$ cat src/inc/amd_map.vh
// Operation
// - basic bytes hold opcode and two modes
// - scaled mode takes one index byte
// - scaled codes add index times 1,2,4,8
// - extensions follow index bytes in order
// - displacement length from top bits, signed
// - extensions assembled most significant first
// - implied extensions taken from instruction end
// - implied immediate is one byte
// - 8, 16, 32 bit displacements legal
// - codes 0-7 select general register
// - codes 8-15 register plus displacement
// - memory relative reads pointer then adds
// - code 10011 reserved and flagged
// - immediate from queue, never written
// - absolute uses displacement alone
// - external reads link table entry pointer
// - top of stack pushes or pops
// - memory space displacement plus base register
// - no index on immediate or index
// - link entry address or two halves
// - four bit short and condition fields
// - stack select bit picks stack pointer
// - push pre-decrements, pop post-increments
`ifndef AMD_MAP_VH
`define AMD_MAP_VH
// -------------------------------------------------
// sequencer states
// -------------------------------------------------
`define AMD_S_IDLE 4'h0
`define AMD_S_BAS 4'h1
`define AMD_S_GEN 4'h2
`define AMD_S_IDX 4'h3
`define AMD_S_OPB 4'h4
`define AMD_S_EXT 4'h5
`define AMD_S_PTR 4'h6
`define AMD_S_FIN 4'h7
`define AMD_S_IMPL 4'h8
// -------------------------------------------------
// mode encodings
// -------------------------------------------------
`define AMD_M_RSV 5'h13
`define AMD_M_IMM 5'h14
`define AMD_M_ABS 5'h15
`define AMD_M_EXT 5'h16
`define AMD_M_TOS 5'h17
`define AMD_M_MFP 5'h18
`define AMD_M_MSP 5'h19
`define AMD_M_MSB 5'h1A
`define AMD_M_MPC 5'h1B
`define AMD_M_SCL 3'h7
// reserved leading displacement byte
`define AMD_DISP_RSV 8'hE0
// -------------------------------------------------
// operand classes
// -------------------------------------------------
`define AMD_CLS_REG 2'h0
`define AMD_CLS_MEM 2'h1
`define AMD_CLS_IMM 2'h2
`endif

$ cat src/design/amd_decoder.v
`timescale 1ns/100ps
`include "amd_map.vh"
module amd_decoder (
  // clock and reset
  input wire sys_clk,
  input wire reset_n,
  // instruction descriptor from opcode logic
  input wire start,
  input wire [1:0] bas_len,
  input wire [1:0] gen_cnt,
  input wire [4:0] g0_pos,
  input wire [4:0] g1_pos,
  input wire [4:0] f4_pos,
  input wire [2:0] imm_len,
  input wire [1:0] op_wr,
  input wire [3:0] op_len,
  input wire [1:0] imp_cnt,
  input wire [1:0] imp_kind,
  // prefetch queue bytes
  input wire q_valid,
  input wire [7:0] q_data,
  output wire q_ready,
  // register file view
  input wire [255:0] gpr_flat,
  input wire [31:0] frame_pointer,
  input wire [31:0] static_base_pointer,
  input wire [31:0] program_counter,
  input wire [31:0] interrupt_stack_pointer,
  input wire [31:0] user_stack_pointer,
  input wire flags_s,
  input wire [31:0] link_base,
  // pointer reads
  output wire mem_req,
  output reg [31:0] mem_addr,
  input wire mem_ack,
  input wire [31:0] mem_data,
  // stack pointer update
  output reg sp_upd,
  output reg [31:0] sp_new,
  // operand results
  output reg res_valid,
  output reg res_op,
  output reg [1:0] res_cls,
  output reg [2:0] res_reg,
  output reg [31:0] res_ea,
  output reg [31:0] res_imm,
  output reg res_bad,
  output reg [15:0] lnk_desc,
  output reg [15:0] lnk_off,
  // implied extensions
  output reg imp_valid,
  output reg [31:0] imp_val,
  // short field and status
  output reg [3:0] f4_raw,
  output reg [31:0] f4_short,
  output wire busy,
  output reg done
);

  // finished displacement, sign extended
  function [31:0] fin_disp;
    input [31:0] f;
    input [2:0] l;
    begin
      case (l)
        3'd1: fin_disp = {{25{f[6]}}, f[6:0]};
        3'd2: fin_disp = {{18{f[13]}}, f[13:0]};
        default: fin_disp = {{2{f[29]}}, f[29:0]};
      endcase
    end
  endfunction

  // finished immediate, zero extended
  function [31:0] fin_imm;
    input [31:0] f;
    input [2:0] l;
    begin
      case (l)
        3'd1: fin_imm = {24'h000000, f[7:0]};
        3'd2: fin_imm = {16'h0000, f[15:0]};
        default: fin_imm = f;
      endcase
    end
  endfunction

  // -------------------------------------------------
  // state
  // -------------------------------------------------
  reg [3:0] st_r; // sequencer state
  reg [23:0] basic_r; // basic instruction bytes
  reg [1:0] bcnt_r; // basic bytes taken
  reg [1:0] blen_r, gcnt_r, wr_r, imp_r, ik_r;
  reg [4:0] p0_r, p1_r, p4_r; // field positions
  reg [2:0] ilen_r; // immediate size
  reg [3:0] olen_r; // operand size
  reg [4:0] m0_r, m1_r; // mode fields
  reg [7:0] ix0_r, ix1_r; // index bytes
  reg [1:0] need_r; // index bytes pending
  reg opi_r; // current operand
  reg [1:0] dn_r; // fields pending
  reg fresh_r; // next byte opens a field
  reg [1:0] cnt_r; // bytes left in field
  reg [2:0] len_r; // field length
  reg [23:0] acc_r; // field bytes so far
  reg [31:0] d1_r, d2_r, ptr_r, imm_r;
  reg [31:0] sp_r; // working stack pointer
  reg dbad_r; // reserved pattern seen

  // -------------------------------------------------
  // current operand decode
  // -------------------------------------------------
  wire [4:0] cm = opi_r ? m1_r : m0_r;
  wire [7:0] cix = opi_r ? ix1_r : ix0_r;
  wire scl = (cm[4:2] == `AMD_M_SCL);
  wire [4:0] bm = scl ? cix[7:3] : cm;
  wire is_imm = (bm == `AMD_M_IMM);
  wire cwr = opi_r ? wr_r[1] : wr_r[0];
  wire mrel = (bm[4:2] == 3'b100) && (bm[1:0] != 2'b11);
  wire twod = mrel || (bm == `AMD_M_EXT);
  wire [31:0] g_b = gpr_flat[{bm[2:0], 5'h00} +: 32];
  wire [31:0] g_x = gpr_flat[{cix[2:0], 5'h00} +: 32];
  wire [31:0] olen32 = {28'h0000000, olen_r};
  wire [23:0] sh0 = basic_r >> p0_r;
  wire [23:0] sh1 = basic_r >> p1_r;
  wire [23:0] sh4 = basic_r >> p4_r;

  // -------------------------------------------------
  // byte assembly
  // -------------------------------------------------
  // index state opens the queue only while an index byte is owed,
  // otherwise it would swallow the first extension byte
  assign q_ready = (st_r == `AMD_S_BAS) ||
                   ((st_r == `AMD_S_IDX) && (need_r != 2'b00)) ||
                   (st_r == `AMD_S_EXT) || (st_r == `AMD_S_IMPL);
  wire take = q_valid && q_ready;
  wire want_imm = (st_r == `AMD_S_EXT) ? is_imm : ik_r[0];
  wire [2:0] ilen = (st_r == `AMD_S_EXT) ? ilen_r : 3'd1;
  wire [2:0] dlen = !q_data[7] ? 3'd1 : (!q_data[6] ? 3'd2 : 3'd4);
  wire [2:0] flen = want_imm ? ilen : dlen;
  wire [2:0] clen = fresh_r ? flen : len_r;
  wire last = fresh_r ? (flen == 3'd1) : (cnt_r == 2'd1);
  wire [31:0] full = {fresh_r ? 24'h000000 : acc_r, q_data};
  wire [31:0] dval = fin_disp(full, clen);
  wire [31:0] ival = fin_imm(full, clen);
  wire [31:0] fval = want_imm ? ival : dval;
  wire [2:0] fcnt = flen - 3'd1;

  // -------------------------------------------------
  // pointer address and effective address
  // -------------------------------------------------
  reg [31:0] mbase, ea_b, ea;
  always @* begin
    case (bm[1:0])
      2'b00: mbase = frame_pointer;
      2'b01: mbase = sp_r;
      default: mbase = static_base_pointer;
    endcase
    if (bm == `AMD_M_EXT)
      mem_addr = link_base + {d1_r[29:0], 2'b00};
    else
      mem_addr = mbase + d1_r;
    case (bm)
      5'h10, 5'h11, 5'h12, `AMD_M_EXT: ea_b = ptr_r + d2_r;
      `AMD_M_ABS: ea_b = d1_r;
      `AMD_M_TOS: ea_b = cwr ? sp_r - olen32 : sp_r;
      `AMD_M_MFP: ea_b = frame_pointer + d1_r;
      `AMD_M_MSP: ea_b = sp_r + d1_r;
      `AMD_M_MSB: ea_b = static_base_pointer + d1_r;
      `AMD_M_MPC: ea_b = program_counter + d1_r;
      default: ea_b = g_b + d1_r;
    endcase
    ea = scl ? ea_b + (g_x << cm[1:0]) : ea_b;
  end
  assign mem_req = (st_r == `AMD_S_PTR);
  assign busy = (st_r != `AMD_S_IDLE);

  // -------------------------------------------------
  // sequencer
  // -------------------------------------------------
  always @(posedge sys_clk or negedge reset_n) begin
    if (!reset_n) begin
      st_r <= `AMD_S_IDLE;
      basic_r <= 24'h000000;
      bcnt_r <= 2'h0;
      blen_r <= 2'h0;
      gcnt_r <= 2'h0;
      wr_r <= 2'h0;
      imp_r <= 2'h0;
      ik_r <= 2'h0;
      p0_r <= 5'h00;
      p1_r <= 5'h00;
      p4_r <= 5'h00;
      ilen_r <= 3'h0;
      olen_r <= 4'h0;
      m0_r <= 5'h00;
      m1_r <= 5'h00;
      ix0_r <= 8'h00;
      ix1_r <= 8'h00;
      need_r <= 2'h0;
      opi_r <= 1'b0;
      dn_r <= 2'h0;
      fresh_r <= 1'b1;
      cnt_r <= 2'h0;
      len_r <= 3'h0;
      acc_r <= 24'h000000;
      d1_r <= 32'h00000000;
      d2_r <= 32'h00000000;
      ptr_r <= 32'h00000000;
      imm_r <= 32'h00000000;
      sp_r <= 32'h00000000;
      dbad_r <= 1'b0;
      sp_upd <= 1'b0;
      sp_new <= 32'h00000000;
      res_valid <= 1'b0;
      res_op <= 1'b0;
      res_cls <= 2'h0;
      res_reg <= 3'h0;
      res_ea <= 32'h00000000;
      res_imm <= 32'h00000000;
      res_bad <= 1'b0;
      lnk_desc <= 16'h0000;
      lnk_off <= 16'h0000;
      imp_valid <= 1'b0;
      imp_val <= 32'h00000000;
      f4_raw <= 4'h0;
      f4_short <= 32'h00000000;
      done <= 1'b0;
    end else begin
      // pulses default low
      sp_upd <= 1'b0;
      res_valid <= 1'b0;
      imp_valid <= 1'b0;
      done <= 1'b0;
      // field assembly common to extensions
      if (take && (st_r == `AMD_S_EXT || st_r == `AMD_S_IMPL)) begin
        len_r <= clen;
        cnt_r <= fresh_r ? fcnt[1:0] : cnt_r - 2'd1;
        acc_r <= full[23:0];
        fresh_r <= last;
        if (fresh_r && !want_imm && q_data == `AMD_DISP_RSV)
          dbad_r <= 1'b1;
      end
      case (st_r)
        `AMD_S_IDLE: begin
          if (start) begin
            blen_r <= bas_len;
            gcnt_r <= gen_cnt;
            p0_r <= g0_pos;
            p1_r <= g1_pos;
            p4_r <= f4_pos;
            ilen_r <= imm_len;
            wr_r <= op_wr;
            olen_r <= op_len;
            imp_r <= imp_cnt;
            ik_r <= imp_kind;
            basic_r <= 24'h000000;
            bcnt_r <= 2'h0;
            opi_r <= 1'b0;
            sp_r <= flags_s ? user_stack_pointer :
                    interrupt_stack_pointer;
            st_r <= `AMD_S_BAS;
          end
        end
        `AMD_S_BAS: begin
          if (take) begin
            basic_r[{bcnt_r, 3'b000} +: 8] <= q_data;
            bcnt_r <= bcnt_r + 2'd1;
            if (bcnt_r + 2'd1 >= blen_r)
              st_r <= `AMD_S_GEN;
          end
        end
        // extract mode and four bit fields
        `AMD_S_GEN: begin
          m0_r <= sh0[4:0];
          m1_r <= sh1[4:0];
          f4_raw <= sh4[3:0];
          f4_short <= {{28{sh4[3]}}, sh4[3:0]};
          // one index byte per scaled mode
          need_r[0] <= (gcnt_r != 2'd0) && (sh0[4:2] == `AMD_M_SCL);
          need_r[1] <= (gcnt_r == 2'd2) && (sh1[4:2] == `AMD_M_SCL);
          st_r <= `AMD_S_IDX;
        end
        `AMD_S_IDX: begin
          if (need_r == 2'b00)
            st_r <= (gcnt_r != 2'd0) ? `AMD_S_OPB :
                    (imp_r != 2'd0) ? `AMD_S_IMPL : `AMD_S_IDLE;
          if (need_r == 2'b00 && gcnt_r == 2'd0 && imp_r == 2'd0)
            done <= 1'b1;
          if (take) begin
            if (need_r[0]) begin
              ix0_r <= q_data;
              need_r[0] <= 1'b0;
            end else begin
              ix1_r <= q_data;
              need_r[1] <= 1'b0;
            end
          end
        end
        // operand begin: count its fields
        `AMD_S_OPB: begin
          fresh_r <= 1'b1;
          dbad_r <= 1'b0;
          if (bm[4:3] == 2'b01 || bm == `AMD_M_ABS || is_imm ||
              bm[4:2] == 3'b110)
            dn_r <= 2'd1;
          else if (twod)
            dn_r <= 2'd2;
          else
            dn_r <= 2'd0;
          if (bm[4:3] == 2'b01 || bm == `AMD_M_ABS || is_imm ||
              bm[4:2] == 3'b110 || twod)
            st_r <= `AMD_S_EXT;
          else
            st_r <= `AMD_S_FIN;
        end
        `AMD_S_EXT: begin
          if (take && last) begin
            if (is_imm)
              imm_r <= ival;
            else if (dn_r == 2'd2 || !twod)
              d1_r <= dval;
            else
              d2_r <= dval;
            dn_r <= dn_r - 2'd1;
            if (dn_r == 2'd1)
              st_r <= twod ? `AMD_S_PTR : `AMD_S_FIN;
          end
        end
        // pointer fetch, stalls until acknowledged
        `AMD_S_PTR: begin
          if (mem_ack) begin
            ptr_r <= mem_data;
            lnk_desc <= mem_data[15:0];
            lnk_off <= mem_data[31:16];
            st_r <= `AMD_S_FIN;
          end
        end
        `AMD_S_FIN: begin
          res_valid <= 1'b1;
          res_op <= opi_r;
          res_reg <= bm[2:0];
          res_imm <= imm_r;
          res_ea <= ea;
          res_cls <= (bm[4:3] == 2'b00 && !scl) ? `AMD_CLS_REG :
                     is_imm ? `AMD_CLS_IMM : `AMD_CLS_MEM;
          res_bad <= (bm == `AMD_M_RSV) || dbad_r ||
                     (scl && (is_imm || bm[4:2] == `AMD_M_SCL)) ||
                     (is_imm && cwr);
          // top of stack push or pop
          if (bm == `AMD_M_TOS) begin
            sp_upd <= 1'b1;
            sp_new <= cwr ? sp_r - olen32 : sp_r + olen32;
            sp_r <= cwr ? sp_r - olen32 : sp_r + olen32;
          end
          fresh_r <= 1'b1;
          if (!opi_r && gcnt_r == 2'd2) begin
            opi_r <= 1'b1;
            st_r <= `AMD_S_OPB;
          end else if (imp_r != 2'd0) begin
            st_r <= `AMD_S_IMPL;
          end else begin
            done <= 1'b1;
            st_r <= `AMD_S_IDLE;
          end
        end
        `AMD_S_IMPL: begin
          if (take && last) begin
            imp_valid <= 1'b1;
            imp_val <= fval;
            ik_r <= {1'b0, ik_r[1]};
            imp_r <= imp_r - 2'd1;
            if (imp_r == 2'd1) begin
              done <= 1'b1;
              st_r <= `AMD_S_IDLE;
            end
          end
        end
        default: st_r <= `AMD_S_IDLE;
      endcase
    end
  end

endmodule // amd_decoder

$ cat config.mk
export PLATFORM = sky130hd
export DESIGN_NAME = amd_decoder
export DESIGN_NICKNAME = d
export VERILOG_FILES = /design/src/design/amd_decoder.v
export VERILOG_INCLUDE_DIRS = /design/src /design/src/inc
export SDC_FILE = /design/constraint.sdc
export NUM_CORES = 2
export LEC_CHECK = 0
export BUFFER_PORTS_ARGS = -buffer_cell sky130_fd_sc_hd__buf_4
export CAP_MARGIN = 20
export CORE_AREA = 2 2 296 298
export CTS_CLUSTER_DIAMETER = 30
export DETAILED_ROUTE_END_ITERATION = 10
export DIE_AREA = 0 0 298 300
export SLEW_MARGIN = 20
export SYNTH_ARGS = -nofsm -noshare
export SYNTH_HDL_FRONTEND = slang
export SYNTH_SLANG_ARGS = --single-unit
$ cat constraint.sdc
create_clock -name sys_clk -period 12.19 [get_ports sys_clk]
set_clock_uncertainty 0.2 [all_clocks]
set_input_delay 1.219 -clock sys_clk [delete_from_list [all_inputs] [get_ports sys_clk]]
set_output_delay 1.219 -clock sys_clk [all_outputs]
set_load 0.02 [all_outputs]
==> metrics.md <==
| Metric | Value |
|---|---|
| Status | `complete, no violations` |
| Bufs on Longest Clock Path | `3` |
| Routability Congestion | `1.03` |
| Most frequent CP cell | `o21ai_0` |
| CP max FO | `47` |
| Hold Path Stages | `2` |
| Relative slew slack | `28.0%` |
| Fmax | `105 MHz` |
| EDFF count, synth | `0` |
| Worst Hold Endpoint | `res_imm[5]$_DFFE_PN0P_` |
| Post-CTS Setup Bufs | `0` |
| HP Class | `reg -> reg` |
| Most Crowded Layer GR | `met2` |
| Core Box Area | `86200 um^2` |
| Met3 Use GR | `9.09%` |
| Critical Path Start Type | `register` |
| Compound-gate portion of the synthesized area | `25.4%` |
| Cell Area, Synth | `36300 um^2` |
| Setup Crit Path Kind | `reg -> reg` |
| Register area share after synthesis | `29.1%` |
| Post-synthesis adder-cell area fraction | `6.20%` |
| Final Setup Violations | `0` |
| Syn Nets | `5088` |
| Setup crit end kind | `register` |
| Max-capacitance violation count | `0` |
| CTS Buf Count | `98` |
| Mux share of post-synthesis cell area | `13.0%` |
| Crit path largest cell delay | `790 ps` |
| 1st-pass router iterations | `7` |
| Cells after synthesis | `4387` |
| Buffers on Ports | `767` |
| Most frequent cells in the layout | `830 x buf_4, 612 x nand2_1, 421 x dfrtp_1` |
| Buf/Inv on CP | `2` |
| Netlist cell types | `100` |
| CP Data Required Time | `12530 ps` |
| Post-CTS resize count | `0` |
| Global Route Usage Sum | `38.6%` |
| Vias in the first global route | `36.8k` |
| CP arrival | `9890 ps` |
| Final setup TNS | `0 ps` |
| Num rows | `108` |
| Post-Synth Simple-Gate Area | `17.0%` |
| Met1 GRT Util | `48.3%` |
| Grt met2 use | `61.4%` |
| Synth area leader | `dfrtp_1` |
| Clk sinks | `423` |
| Clock-pin slew on the worst setup and hold paths | `50 ps` |
| Max Slew Vio Count | `0` |
| Via/cell ratio | `6.22` |
| DRC violations left | `0` |
| Reg2Reg Capture Point | `res_ea[31]$_DFFE_PN0P_` |
| Post-synthesis register bit count | `423` |
| WL per Instance | `28.7 um` |
| Reg2reg path depth | `31` |
| Height of the die | `300 um` |
| Share of the synthesized area in the top cell type | `29.1%` |
| Fin crit share | `78.4%` |
| Commonest non-fill, non-tap cell in the layout | `buf_4` |
| Total number of vias | `38.8k` |
| Min-delay src | `imm_r[5]$_DFFE_PN0P_` |
| Initial antenna violation count | `46` |
| RSZ-0062 raised after global routing | `false` |
| CTS Root Cell | `clkbuf_16` |
| Largest family of logic cells by synthesized area | `compound AO/OA/AOI/OAI gates` |
| Largest net degree at the start of global routing | `119` |
| Final HPWL DP | `140000 um` |
| Post-route ant nets | `0` |
| Die W | `298 um` |
| First-pass GRT wire length | `255000 um` |
| Final worst path period need | `9550 ps` |
| Final wirelength | `179000 um` |
| NumNets Final | `5666` |
| Reg-to-reg slack, setup | `2640 ps` |
| Grt total ovfl | `0` |
| Die area | `89400 um^2` |
| Htree depth | `3` |
| Final Hold Viols | `0` |
| Layout overhead on the synthesized area | `27.7%` |
| DRT iter0 DRCs | `4605` |
| Cell family with the largest share of critical-path delay | `compound AO/OA/AOI/OAI gates` |
| Starting Density | `42.1%` |
| Synth Area in XOR/XNOR | `4.44%` |
| Clk_lat worst skew | `660 ps` |
| Hold_buf cts | `0` |
| Slowest stage cell on the critical path | `dfrtp_2` |
| Share of cells above drive strength 1 | `25.7%` |
| CTS tree | `built` |
| Syn Area/Cell | `8.28 um^2` |
| FFs w/ async S/R, synth | `100%` |
| Synth Flop Type | `dfrtp_1` |
| RR Startpoint | `opi_r$_DFFE_PN0P_` |
| Top cells by area, synth | `dfrtp_1 29%, nand2_1 6.3%, ha_1 5.8%` |
| Tightest Pin Transition | `1080 ps` |
| Synth warnings | `0` |
| # IOs | `768` |
==> synth_stat cells (40+ instances only) <==
| cell type | count |
|---|---|
| nand3_1 | 59 |
| a31oi_1 | 46 |
| buf_1 | 44 |
| a21o_1 | 51 |
| mux4_2 | 93 |
| clkbuf_1 | 245 |
| dfrtp_1 | 422 |
| nor2b_1 | 40 |
| o21a_1 | 40 |
| a21oi_1 | 391 |
| mux2i_1 | 115 |
| a211oi_1 | 72 |
| inv_1 | 69 |
| xor2_1 | 80 |
| mux2_2 | 124 |
| nor3_1 | 119 |
| o22ai_1 | 182 |
| nor2_1 | 368 |
| nand2_1 | 613 |
| a22o_1 | 98 |
| xnor2_1 | 104 |
| ha_1 | 168 |
| o21ai_0 | 305 |
==> worst max-delay path by stage <==
| stage | startpoint | endpoint | depth (start not counted) |
|---|---|---|---|
| finish | opi_r$_DFFE_PN0P_ | res_ea[31]$_DFFE_PN0P_ | 31 |
| global route | opi_r$_DFFE_PN0P_ | res_ea[31]$_DFFE_PN0P_ | 31 |
| CTS | opi_r$_DFFE_PN0P_ | res_ea[31]$_DFFE_PN0P_ | 31 |
| detailed placement | opi_r$_DFFE_PN0P_ | res_ea[31]$_DFFE_PN0P_ | 31 |
| global placement | opi_r$_DFFE_PN0P_ | res_ea[31]$_DFFE_PN0P_ | 31 |
| floorplan | opi_r$_DFFE_PN0P_ | res_ea[31]$_DFFE_PN0P_ | 37 |
==> through the flow <==
stage               util [%]  instance area [um^2]  hold slack (ps)  std cells  worst slack, ps
finish                  53.8                 46400              259       6237             2640
global route            53.8                 46400              286       6222             2060
CTS                     53.7                 46300              264       6203             2810
detailed placement      49.5                 42700              250       6020             2800
global placement        49.5                 42700              251       6020             2960
floorplan                  -                 36300              233       4387             4670
==> final cells by class <==
type                    count  area (um^2)
repair buffers            833         6290
clock inverters            60          906
clock buffers             123         2720
fillers                  8308        39800
multi-input cells        3538        24100
well taps                1155         1450
inverters                  71          267
flip-flops and latches    423        10600
diodes                     34         85.1
==> metal layers <==
layer  vias up  wire (um)
met4        20      11100
met1     18800      68400
met2      2098      81400
met3       437      18000
li1      17400          -
met5         -        130
==> worst min-delay path, stage by stage, from the launching register on <==
cell and delay, ps:
dfrtp_1 330, nand2_1 50, nand2_1 50
==> kinds of logic (layout without fill, tap and decap cells) <==
logic type | Yosys count | after routing
AO/OA/AOI/OAI | 1447 | 1447
AND/OR/NAND/NOR | 1395 | 1395
buffers and inverters | 426 | 1087
flip-flops | 423 | 423
multiplexers | 336 | 336
XOR/XNOR | 184 | 184
adder cells (fa/ha/maj) | 176 | 176
other | 0 | 34
Power is not shown: default switching activity piles up to over one toggle a cycle in this logic, so the estimate is an artifact.
